==> src/rtl/tesc_pkg.sv <==
package tesc_pkg;

    localparam logic [31:0] OFF_CTRL = 32'h0000_0000;
    localparam logic [31:0] OFF_SLAVE = 32'h0000_0004;
    localparam logic [31:0] OFF_CHAN = 32'h0000_0008;
    localparam logic [31:0] OFF_ARR = 32'h0000_000C;
    localparam logic [31:0] OFF_CMP = 32'h0000_0010;
    localparam logic [31:0] OFF_PSC = 32'h0000_0014;
    localparam logic [31:0] OFF_CNT = 32'h0000_0018;
    localparam logic [31:0] OFF_FLAG = 32'h0000_001C;
    localparam logic [31:0] OFF_IEN = 32'h0000_0020;
    localparam logic [31:0] OFF_EVT = 32'h0000_0024;

    // Control register bits
    localparam int CTRL_CEN = 0;
    localparam int CTRL_URS = 2;
    localparam int CTRL_OPM = 3;
    localparam int CTRL_DIR = 4;
    localparam int CTRL_XOR = 7;
    // Slave register fields
    localparam int SLV_SMS_LSB = 0;
    localparam int SLV_TS_LSB = 4;
    // Channel register fields
    localparam int CH_OCM_LSB = 4;
    localparam int CH_FE = 2;
    localparam int CH_P1 = 8;
    localparam int CH_P2 = 9;
    // Flag / event bits
    localparam int FLG_UIF = 0;
    localparam int FLG_TIF = 6;
    localparam int EVT_UG = 0;

    localparam logic [2:0] SMS_OFF = 3'h0;
    localparam logic [2:0] SMS_ENC2 = 3'h1;
    localparam logic [2:0] SMS_ENC1 = 3'h2;
    localparam logic [2:0] SMS_ENC12 = 3'h3;
    localparam logic [2:0] SMS_RESET = 3'h4;
    localparam logic [2:0] SMS_GATED = 3'h5;
    localparam logic [2:0] TS_FIRST = 3'h5;
    localparam logic [2:0] TS_SECOND = 3'h6;
    localparam logic [2:0] OCM_PWM1 = 3'h6;
    localparam logic [2:0] OCM_PWM2 = 3'h7;

    localparam logic [15:0] ARR_RESET = 16'hFFFF;
    localparam logic [31:0] READ_ZERO = 32'h0000_0000;

    typedef struct packed {
        logic first_encoder_input;
        logic second_encoder_input;
        logic chan3;
        logic chan4;
    } tesc_pins_s;

    typedef struct packed {
        logic [15:0] count;
        logic count_direction_bit;
        logic update_event;
        logic channel_reference_signal;
        logic channel_output;
    } tesc_state_s;

endpackage : tesc_pkg

==> src/rtl/tesc_core.sv <==
// Our own choices: the register addresses and the APB slave port.
`timescale 1ns/10ps
// Notes on behaviour
// In one-pulse mode a trigger edge sets the counter enable bit, except in reset, gated and encoder slave modes.
// Fast enable forces reference and output to match level on trigger.
// Fast enable only acts in the two PWM modes.
// Slave mode 001 counts second input, 010 first, 011 both.
// Encoder mode steps counter once per valid filtered edge, with direction.
// In encoder modes, direction bit recomputed on every edge of either encoder input.
// Encoder counting wraps between 0 and the auto-reload value.
// Compare keeps working in encoder mode; the prescaler and the overflow update stop there, leaving only UG writes as updates.
// First-input edges: rise counts down if second high, fall reverses.
// Second-input edges: rise counts up if first high, fall reverses.
// Both-input mode applies the per-input rules to every edge.
// XOR select feeds channel 1 from XOR of channel 2, 3, 4 pins.
// Reset mode trigger clears counter and prescaler.
// Reset trigger with update source low also raises an update event.
// Software writes 101 in trigger select to use first input.
// Reset mode restarts from 0 and sets the trigger flag.
// Interrupt request raised only if trigger interrupt enable is set.
// Gated mode counts only while trigger input is active.
// Gated mode stays stopped while counter enable is 0.
// Gated mode sets trigger flag on start and stop of counting, except a start or stop in the cycle gated mode is entered.
// Trigger inputs are resynchronised, delaying the counter reaction.
// Polarity bit 1 inverts the input; 0 leaves it as is.
// One-pulse bit clears counter enable at the next update event that is not a UG write.
// Inputs pass a two-flop synchroniser before edge detection.
// Trigger flag sticks until cleared; request follows flag and enable.
module tesc_core
(
    input wire logic clk,
    input wire logic resetn,
    input wire logic psel,
    input wire logic penable,
    input wire logic pwrite,
    input wire logic [31:0] paddr,
    input wire logic [31:0] pwdata,
    output logic [31:0] prdata,
    output logic pready,
    output logic pslverr,
    input wire tesc_pkg::tesc_pins_s pins,
    output tesc_pkg::tesc_state_s state,
    output logic trigger_irq
);

    typedef enum logic [2:0] {
        TESC_IDLE = 3'b001,
        TESC_OFF = 3'b010,
        TESC_ON = 3'b100
    } tesc_gate_e;

    function automatic logic [15:0] tesc_step(input logic [15:0] cnt, input logic [15:0] top,
                                              input logic down);
        logic [15:0] r;
        r = 16'h0000;
        if (down)
        begin
            r = (cnt == 16'h0000) ? top : cnt - 16'h0001;
        end
        else
        begin
            r = (cnt >= top) ? 16'h0000 : cnt + 16'h0001;
        end
        return r;
    endfunction : tesc_step

    // Local names for the package's bit positions
    localparam int CTRL_CEN = tesc_pkg::CTRL_CEN;
    localparam int CTRL_URS = tesc_pkg::CTRL_URS;
    localparam int CTRL_OPM = tesc_pkg::CTRL_OPM;
    localparam int CTRL_DIR = tesc_pkg::CTRL_DIR;
    localparam int CTRL_XOR = tesc_pkg::CTRL_XOR;
    localparam int SLV_SMS_LSB = tesc_pkg::SLV_SMS_LSB;
    localparam int SLV_TS_LSB = tesc_pkg::SLV_TS_LSB;
    localparam int CH_OCM_LSB = tesc_pkg::CH_OCM_LSB;
    localparam int CH_FE = tesc_pkg::CH_FE;
    localparam int CH_P1 = tesc_pkg::CH_P1;
    localparam int CH_P2 = tesc_pkg::CH_P2;
    localparam int FLG_UIF = tesc_pkg::FLG_UIF;
    localparam int FLG_TIF = tesc_pkg::FLG_TIF;
    localparam int EVT_UG = tesc_pkg::EVT_UG;

    // Registers
    logic [7:0] ctrl;
    logic [7:0] slave;
    logic [9:0] chan;
    logic [15:0] arr_buf;
    logic [15:0] arr_act;
    logic [15:0] cmp_buf;
    logic [15:0] cmp_act;
    logic [15:0] psc;
    logic [15:0] psc_cnt;
    logic [15:0] cnt;
    logic [6:0] flags;
    logic tie_en;
    logic ref_q;
    logic out_q;
    logic hold_q;
    logic lt_q;
    logic [2:0] s1;
    logic [2:0] s2;
    logic [1:0] prev;
    tesc_gate_e gate;
    tesc_gate_e next_gate;

    wire [2:0] sms = ctrl[CTRL_CEN] ? slave[SLV_SMS_LSB +: 3] : slave[SLV_SMS_LSB +: 3];
    wire [2:0] ts = slave[SLV_TS_LSB +: 3];
    wire [2:0] ocm = chan[CH_OCM_LSB +: 3];
    wire pwm_mode = (ocm == tesc_pkg::OCM_PWM1) || (ocm == tesc_pkg::OCM_PWM2);

    // APB decode
    wire acc = psel && penable;
    wire wr = acc && pwrite;
    wire a_ctrl = paddr == tesc_pkg::OFF_CTRL;
    wire a_slave = paddr == tesc_pkg::OFF_SLAVE;
    wire a_chan = paddr == tesc_pkg::OFF_CHAN;
    wire a_arr = paddr == tesc_pkg::OFF_ARR;
    wire a_cmp = paddr == tesc_pkg::OFF_CMP;
    wire a_psc = paddr == tesc_pkg::OFF_PSC;
    wire a_cnt = paddr == tesc_pkg::OFF_CNT;
    wire a_flag = paddr == tesc_pkg::OFF_FLAG;
    wire a_ien = paddr == tesc_pkg::OFF_IEN;
    wire a_evt = paddr == tesc_pkg::OFF_EVT;
    wire mapped = a_ctrl | a_slave | a_chan | a_arr | a_cmp | a_psc | a_cnt | a_flag | a_ien
                  | a_evt;
    assign pready = 1'b1;
    assign pslverr = acc && !mapped;

    // Input path: XOR, two-flop sync, polarity
    wire raw1 = ctrl[CTRL_XOR] ? (pins.second_encoder_input ^ pins.chan3 ^ pins.chan4)
                               : pins.first_encoder_input;
    wire [1:0] raw = {pins.second_encoder_input, raw1};
    wire first_fp = s2[0] ^ chan[CH_P1];
    wire second_fp = s2[1] ^ chan[CH_P2];
    always_ff @(posedge clk or negedge resetn)
    begin
        if (!resetn)
        begin
            s1 <= 3'h0;
            s2 <= 3'h0;
            prev <= 2'h0;
        end
        else
        begin
            s1 <= {1'b0, raw};
            s2 <= s1;
            prev <= {second_fp, first_fp};
        end
    end
    wire e1 = first_fp != prev[0];
    wire e2 = second_fp != prev[1];
    wire rise1 = e1 && first_fp;
    wire rise2 = e2 && second_fp;

    // Trigger selection
    wire trig_lvl = (ts == tesc_pkg::TS_SECOND) ? second_fp : first_fp;
    wire trig_edge = (ts == tesc_pkg::TS_SECOND) ? rise2 : rise1;

    // Encoder direction
    wire enc = (sms == tesc_pkg::SMS_ENC1) || (sms == tesc_pkg::SMS_ENC2)
               || (sms == tesc_pkg::SMS_ENC12);
    wire dir1 = first_fp ? second_fp : !second_fp;
    wire dir2 = second_fp ? first_fp : !first_fp;
    wire enc_dn1 = dir1;
    wire enc_dn2 = !dir2 ? 1'b1 : 1'b0;
    wire cnt1 = e1 && (sms != tesc_pkg::SMS_ENC2);
    wire cnt2 = e2 && (sms != tesc_pkg::SMS_ENC1);
    wire enc_step = enc && ctrl[CTRL_CEN] && (cnt1 || cnt2);
    wire enc_dir_upd = enc && (e1 || e2);
    wire enc_down = e1 ? enc_dn1 : enc_dn2;

    // Slave modes
    wire rst_trig = (sms == tesc_pkg::SMS_RESET) && trig_edge;
    wire gated = sms == tesc_pkg::SMS_GATED;
    wire gate_run = gated && ctrl[CTRL_CEN] && trig_lvl;
    always_comb
    begin
        next_gate = gate;
        case (gate)
            TESC_IDLE: next_gate = gate_run ? TESC_ON : TESC_OFF;
            TESC_OFF: next_gate = gate_run ? TESC_ON : TESC_OFF;
            TESC_ON: next_gate = gate_run ? TESC_ON : TESC_OFF;
            default: next_gate = TESC_IDLE;
        endcase
        if (!gated)
        begin
            next_gate = TESC_IDLE;
        end
    end
    wire gate_evt = gated && (gate != TESC_IDLE) && (next_gate != gate);

    // Counting on the prescaled internal clock
    wire normal_run = !enc && ctrl[CTRL_CEN] && (!gated || gate_run);
    wire psc_tick = normal_run && (psc_cnt >= psc);
    wire wrap = psc_tick && (ctrl[CTRL_DIR] ? cnt == 16'h0000 : cnt >= arr_act);
    wire ug = wr && a_evt && pwdata[EVT_UG];
    wire upd = ug || wrap || (rst_trig && !ctrl[CTRL_URS]);
    wire opm_start = ctrl[CTRL_OPM] && trig_edge && (sms != tesc_pkg::SMS_RESET)
                     && !gated && !enc;
    wire fast = chan[CH_FE] && pwm_mode && opm_start;
    wire match = cnt == cmp_act;
    wire match_lvl = (ocm == tesc_pkg::OCM_PWM2);
    wire cmp_lt = cnt < cmp_act;
    // Forced level survives until the comparison result next moves
    wire pwm_hold = hold_q && pwm_mode && (cmp_lt == lt_q);
    wire trig_set = rst_trig || gate_evt || opm_start;

    always_ff @(posedge clk or negedge resetn)
    begin
        if (!resetn)
        begin
            ctrl <= 8'h00;
            slave <= 8'h00;
            chan <= 10'h000;
            arr_buf <= tesc_pkg::ARR_RESET;
            arr_act <= tesc_pkg::ARR_RESET;
            cmp_buf <= 16'h0000;
            cmp_act <= 16'h0000;
            psc <= 16'h0000;
            psc_cnt <= 16'h0000;
            cnt <= 16'h0000;
            flags <= 7'h00;
            tie_en <= 1'b0;
            ref_q <= 1'b0;
            out_q <= 1'b0;
            hold_q <= 1'b0;
            lt_q <= 1'b0;
            gate <= TESC_IDLE;
        end
        else
        begin
            gate <= next_gate;
            if (wr && a_ctrl)
            begin
                ctrl <= pwdata[7:0];
            end
            if (opm_start)
            begin
                ctrl[CTRL_CEN] <= 1'b1;
            end
            else if (upd && ctrl[CTRL_OPM] && !ug)
            begin
                ctrl[CTRL_CEN] <= 1'b0;
            end
            if (enc_dir_upd)
            begin
                ctrl[CTRL_DIR] <= enc_down;
            end
            if (wr && a_slave)
            begin
                slave <= pwdata[7:0];
            end
            if (wr && a_chan)
            begin
                chan <= pwdata[9:0];
            end
            if (wr && a_arr)
            begin
                arr_buf <= pwdata[15:0];
            end
            if (wr && a_cmp)
            begin
                cmp_buf <= pwdata[15:0];
            end
            if (wr && a_psc)
            begin
                psc <= pwdata[15:0];
            end
            if (wr && a_ien)
            begin
                tie_en <= pwdata[FLG_TIF];
            end
            if (upd)
            begin
                arr_act <= arr_buf;
                cmp_act <= cmp_buf;
            end
            // Counter and prescaler
            if (rst_trig || ug)
            begin
                cnt <= 16'h0000;
                psc_cnt <= 16'h0000;
            end
            else if (wr && a_cnt)
            begin
                cnt <= pwdata[15:0];
            end
            else if (enc_step)
            begin
                cnt <= tesc_step(cnt, arr_act, enc_down);
            end
            else if (psc_tick)
            begin
                psc_cnt <= 16'h0000;
                cnt <= tesc_step(cnt, arr_act, ctrl[CTRL_DIR]);
            end
            else if (normal_run)
            begin
                psc_cnt <= psc_cnt + 16'h0001;
            end
            // Flags: write one to clear, hardware set wins
            if (wr && a_flag)
            begin
                flags <= flags & ~pwdata[6:0];
            end
            if (trig_set)
            begin
                flags[FLG_TIF] <= 1'b1;
            end
            if (upd && !(rst_trig && ctrl[CTRL_URS]))
            begin
                flags[FLG_UIF] <= 1'b1;
            end
            // Reference output
            lt_q <= cmp_lt;
            hold_q <= fast || pwm_hold;
            if (fast)
            begin
                ref_q <= match_lvl;
            end
            else if (pwm_hold)
            begin
                ref_q <= ref_q;
            end
            else if (ocm == tesc_pkg::OCM_PWM1)
            begin
                ref_q <= cmp_lt;
            end
            else if (ocm == tesc_pkg::OCM_PWM2)
            begin
                ref_q <= !cmp_lt;
            end
            else if (match && ocm == 3'h1)
            begin
                ref_q <= 1'b1;
            end
            else if (match && ocm == 3'h2)
            begin
                ref_q <= 1'b0;
            end
            out_q <= fast ? (match_lvl ^ chan[CH_P1]) : (ref_q ^ chan[CH_P1]);
        end
    end

    assign trigger_irq = flags[FLG_TIF] && tie_en;

    always_comb
    begin
        prdata = tesc_pkg::READ_ZERO;
        if (a_ctrl)
        begin
            prdata = {24'h0, ctrl};
        end
        else if (a_slave)
        begin
            prdata = {24'h0, slave};
        end
        else if (a_chan)
        begin
            prdata = {22'h0, chan};
        end
        else if (a_arr)
        begin
            prdata = {16'h0, arr_buf};
        end
        else if (a_cmp)
        begin
            prdata = {16'h0, cmp_buf};
        end
        else if (a_psc)
        begin
            prdata = {16'h0, psc};
        end
        else if (a_cnt)
        begin
            prdata = {16'h0, cnt};
        end
        else if (a_flag)
        begin
            prdata = {25'h0, flags};
        end
        else if (a_ien)
        begin
            prdata = {25'h0, tie_en, 6'h00};
        end
    end

    assign state.count = cnt;
    assign state.count_direction_bit = ctrl[CTRL_DIR];
    assign state.update_event = flags[FLG_UIF];
    assign state.channel_reference_signal = ref_q;
    assign state.channel_output = out_q;

endmodule : tesc_core

==> config.mk <==
export PLATFORM = sky130hd
export DESIGN_NAME = tesc_core
export DESIGN_NICKNAME = d
export VERILOG_FILES = /design/src/rtl/tesc_pkg.sv /design/src/rtl/tesc_core.sv
export SDC_FILE = /design/constraint.sdc
export NUM_CORES = 1
export LEC_CHECK = 0
export ABC_AREA = 1
export BUFFER_PORTS_ARGS = -buffer_cell sky130_fd_sc_hd__clkbuf_2
export CELL_PAD_IN_SITES_DETAIL_PLACEMENT = 1
export CELL_PAD_IN_SITES_GLOBAL_PLACEMENT = 1
export CORE_MARGIN = 4
export CORE_UTILIZATION = 43
export DETAILED_ROUTE_END_ITERATION = 7
export PLACE_DENSITY = 0.78
export SKIP_CTS_REPAIR_TIMING = 1
export SLEW_MARGIN = 20
export SYNTH_ARGS = -nofsm -noshare
export SYNTH_HDL_FRONTEND = slang
export SYNTH_SLANG_ARGS = --single-unit
==> constraint.sdc <==
create_clock -name clk -period 2.6 [get_ports clk]
set_input_delay 0.26 -clock clk [delete_from_list [all_inputs] [get_ports clk]]
set_output_delay 0.26 -clock clk [all_outputs]
set_load 0.05 [all_outputs]
## After elaboration in Yosys (flattened, before gate mapping)

Index checks and enable logic that the tools add are counted.

| word-level totals | value |
|---|---|
| bits in registers | 159 |
| bits of input ports | 73 |
| output and inout port bits | 55 |
| logic and storage cells | 207 |

| operators by class | value |
|---|---|
| add/sub/neg operators | 3 |
| magnitude comparators | 3 |
| equality and inequality tests | 34 |
| multiplexer cells | 47 |
| bitwise logic cells | 17 |
| reduce and logical (&&, ||, !) cells | 79 |

Operators with widths:

| cell | number |
|---|---|
| $mux 16 | 18 |
| $eq 32x5->1 const B | 4 |
| $eq 32x4->1 const B | 2 |
| $eq 32x6->1 const B | 2 |
| $mux 32 | 2 |
| $logic_and 1x1->1 | 46 |
| $add 16x1->16 const B | 2 |
| $eq 32x3->1 const B | 1 |
| $ge 16x16->1 | 2 |
| $logic_not 32->1 | 1 |
| $mux 7 | 3 |
| $mux 1 | 20 |
| $eq 3x3->1 const B | 6 |
| $eq 16x16->1 | 1 |
| $logic_not 16->1 | 1 |
| $lt 16x16->1 | 1 |
| $sub 16x1->16 const B | 1 |
| $eq 3x2->1 const B | 4 |
| $logic_or 1x1->1 | 12 |
| $eq 3x1->1 const B | 3 |
| $logic_not 1->1 | 9 |
| $mux 3 | 3 |
| $or 1x1->1 | 9 |
| $and 7x7->7 | 1 |
| 18 further kinds | 29 |

## Logic depth before layout (Yosys ltp)

| depth | value |
|---|---|
| depth in word-level cells | 14 |
| depth in mapped cells | 18 |
| depth with buffers taken out | 17 |

## Worst setup path before layout

Ideal clock, no wire load.

| path | value |
|---|---|
| kind | input to output |
| from | input paddr[31] |
| to | output prdata[8] |
| arrival | 2.225 ns |
| required time | 2.340 ns |
| path slack | 0.115 ns |
| stages on the path | 11 |
| path buffers | 2 |
| path through | nor2_1 nand2_1 nor2_1 nand2_2 nor3_4 nand2_2 buf_2 buf_2 o2111ai_1 nand2_1 a21oi_1 |

| between the ends | value |
|---|---|
| cells in the longest elaborated chain, start to end | 8 |
| elaborated cells on any way between the ends | 14 |
| classes of those cells | eq/ne (6); mux (7); reduce/logical (1) |

Ends and longest elaborated chain:

| what | line | RTL |
|---|---|---|
| start: declaration | tesc_core.sv:36 | `input wire logic [31:0] paddr,` |
| $eq 32x5->1 | tesc_core.sv:120 | `wire a_cnt = paddr == tesc_pkg::OFF_CNT;` |
| $mux 16 | tesc_core.sv:374 | `else if (a_cnt)` |
| $mux 16 | tesc_core.sv:370 | `else if (a_psc)` |
| $mux 16 | tesc_core.sv:366 | `else if (a_cmp)` |
| $mux 16 | tesc_core.sv:362 | `else if (a_arr)` |
| $mux 16 | tesc_core.sv:358 | `else if (a_chan)` |
| $mux 32 | tesc_core.sv:354 | `else if (a_slave)` |
| $mux 32 (*) | tesc_core.sv:350 | `if (a_ctrl)` |
| end: declaration | tesc_core.sv:38 | `output logic [31:0] prdata,` |

Every way passes the cells marked *; elsewhere a longest branch is shown, timed or not.

## Final worst setup path

| path | value |
|---|---|
| from | register cnt[9] |
| to | output prdata[9] |

| between the ends | value |
|---|---|
| cells in the longest elaborated chain, start to end | 7 |

Ends and longest elaborated chain:

| what | line | RTL |
|---|---|---|
| start: declaration | tesc_core.sv:93 | `logic [15:0] cnt;` |
| start signal: assignment | tesc_core.sv:286 | `cnt <= pwdata[15:0];` |
| start signal: assignment | tesc_core.sv:290 | `cnt <= tesc_step(cnt, arr_act, enc_down);` |
| start signal: assignment | tesc_core.sv:295 | `cnt <= tesc_step(cnt, arr_act, ctrl[CTRL_DIR]);` |
| $mux 16 | tesc_core.sv:374 |  |
| $mux 16 | tesc_core.sv:370 |  |
| $mux 16 | tesc_core.sv:366 |  |
| $mux 16 | tesc_core.sv:362 |  |
| $mux 16 | tesc_core.sv:358 |  |
| $mux 32 | tesc_core.sv:354 |  |
| $mux 32 | tesc_core.sv:350 |  |

No other way between the ends.

==> impl_metrics.toml <==
[worst_setup_path]
cpMostUsedCell = "buf_4"
arrival_ns = 2.25
end_kind = "output pin"
cp_top_family = "buffers and inverters"
slowest_stage = "dfrtp_1"
crit_fanout = 10
crit_chain = "buf_4 -> inv_1 -> o21ai_2 -> buf_4 -> o2111ai_1 -> a21oi_1 -> clkbuf_4"
critPathRequiredTime_ns = 2.34
path_class = "flop to output pin"
crit_buf_inv = 4
cp.depth = 7
reg2reg_depth = 12
critical_path.max_stage_delay_ns = 0.37
critPathLaunchType = "flop"

[synthesis]
ys_types = 51
synth_top_family_by_area = "simple AND/OR/NAND/NOR gates"
synth_compound_area_share_pct = 15.63
synth-xor-area-share_pct = 2.693
yosysTopAreaCell = "dfrtp_1"
synth_edf_count = 0
synth_area_mm2 = 0.01073
yosysWarnings = 0
syn_inst = 1448
muxShareOfSynthArea_pct = 0
ys_ff_latch = 159
async_reset_ff_share_pct = 100.0
ys.flop_type = "dfrtp_1"
avgSynthCellArea_um2 = 7.411
yosysTopAreaCellShare_pct = 29.38
synthAdderAreaFrac_pct = 6.179
synth.area.top_cells = "dfrtp_1 29%, nand2_1 12%, dfstp_2 8.1%"
synth-simple-area-share_pct = 26.72
ys_seq_area_share_pct = 37.46

[placement]
dp_hpwl_um = 30060
place_inst = 1891
numPortBuffers = 94
place_ws_ns = 0.04527
place_area_mm2 = 0.01200
place_congestion = 0.9434

[drt]
via_per_inst = 5.495
drt_pass1_iterations = 5
vias = 10610
ant_nets = 0
drt-total-wl_um = 39060
wl_per_cell_um = 20.23
initialDrtViolationCount = 736
drc = 0

[sta]
worst_slew_pin_slew_ns = 0.6449
drv_slew = 0
fin_crit_sh_pct = 96.59
setup_viol = 0
hold_viol = 0
timing.final.crit_period_ns = 2.511
skew_ns = 0.01440
max_freq_mhz = 398.2
fin_hold_ws_ns = 0.01113
setup_slack_ns = 0.08870
maxSlewHeadroom_pct = 57.01

[die]
fp-row-count = 57
chipHeight_um = 166.0
die_area_mm2 = 0.02755
coreArea_mm2 = 0.02446
start_util_pct = 43.87
num_io_pins = 128
die_x_um = 166.0

[grt]
grt_usage_pct = 28.07
grt_pass1_wl_um = 61430
grt_pass1_vias = 11210
grt_max_degree = 61
gr-total-overflow = 0
antenna_found_initial = 0

[layout]
utilization_pct = 52.40
area_delta_synth_final_pct = 19.44
layout.nets = 1720
antenna_cells = 0
final_cells = 1931
stdcell_area_mm2 = 0.01282
layout-drive-gt1-share_pct = 23.21

[clock_network]
cts_made_buffers = 17
cts_root_buf = "clkbuf_16"
cts_sinks = 159
path_clk_slew_ns = 0.07
cts_max_path_buffers = 2
cts_max_level = 4
cts_tree = "yes"
clk_latency_ns = 0.45

[job]
maxCapViolations = 0

[worst_hold_path]
holdCritPathClass = "primary input to flop"
holdPathStages = 2

[power_and_ir_drop]
powerDensity_mw_per_mm2 = 422.7
ir_worst_vdd_v = 0.0003588
p_leak_nw = 6.238

[outcome]
status = "completed"
[cells in the mapped netlist (5+ instances only)]
cell      number
a21oi_1       59
buf_2         16
buf_4         24
buf_6          6
clkbuf_1      15
dfrtp_1      126
dfstp_2       33
ha_1          53
inv_1        178
inv_2         14
nand2_1      354
nand2_2       36
nand3_1       84
nand4_1       20
nor2_1       109
nor2_2         5
nor2_4         7
nor3_1        14
o211ai_1      18
o21ai_0      105
o21ai_1       53
o21ai_2       28
o22ai_1       12
xor2_1        29
[path summary, 6_finish.rpt]
path                            from  slack (ns)     endpoint
max                           cnt[9]        0.09    prdata[9]
min                        pwdata[5]        0.01     flags[5]
max reg2reg                  chan[9]        0.14   cmp_act[0]
min reg2reg                    s1[1]        0.36        s2[1]
max in group asynchronous     resetn        1.39  arr_act[12]
min in group asynchronous     resetn        0.40   cmp_act[5]
[through the flow]
stage | total power, mW | TNS [ns]
floorplan | 2.667 | 0
global placement | 2.813 | 0
detailed placement | 2.818 | 0
CTS | 5.434 | -0.09876
global route | 5.599 | -0.003844
finish | 5.418 | 0
[power by group]
group	switching (mW)	internal, mW
sequential	0.00198	2.48
clock	1.23	1.40
combinational	0.232	0.0713
[flip-flops by register name (all words and copies together), names as in the netlist, 3 cells and up]
register,flops
arr_act,16
arr_buf,16
cmp_act,16
cmp_buf,16
cnt,16
psc,16
psc_cnt,16
chan,10
ctrl,8
slave,8
flags,7
gate,3
[worst register-to-register path, delay by kind of cell, from the launching register on]
family | cells | cell delay (ns)
AOI/OAI and AO/OA | 3 | 0.66
and+or+nand+nor | 4 | 0.55
buffers and inverters | 4 | 0.54
DFF | 1 | 0.44
xor gates and xnor gates | 1 | 0.15
[cell type report]
type / count / area, um2
timing repair inverter: 1 / 7.507
timing repair buffer: 178 / 1353
clock inverter: 14 / 170.2
tap: 324 / 405.4
clock buffer: 18 / 439.2
inverter: 194 / 735.7
multi-input combinational: 1043 / 5685
fill: 3124 / 11640
sequential: 159 / 4021
[placed cells by master, fill, tap and decap left out, types with 4 or more instances in the layout]
cell type and instances:
o211ai_1 18, inv_8 5, o21ai_2 30, ha_1 51
nand3_1 83, nand2_2 42, nor3_1 12, xor2_1 29
dfstp_2 33, nor4_1 4, conb_1 17, buf_4 75
nor2_4 8, nand2_1 346, nand3b_1 4, clkbuf_16 17
inv_2 15, nor2_1 103, inv_1 175, a21oi_1 56
clkbuf_2 80, nand4_1 20, a21oi_2 4, dfrtp_1 125
o22ai_1 12, nand2_4 4, buf_12 16, o21ai_0 100
nor2_2 10, o21ai_1 56
[routing by layer]
layer | vias to the layer above | GRT usage (%) | routed length, um
li1 | 4978 | - | -
met1 | 5233 | 35.59 | 16500
met2 | 316 | 48.17 | 19440
met3 | 83 | 4.094 | 1723
met4 | 0 | 11.51 | 1387
met5 | - | 0 | 0
[kinds of logic after synthesis]
logic type / count (synthesis)
adder cells (fa/ha/maj): 53
other: 2
XOR/XNOR: 33
AND/OR/NAND/NOR: 649
AO/OA/AOI/OAI: 291
flip-flops: 159
buffers and inverters: 261
No activity file was read; power rests on OpenSTA's default activity.
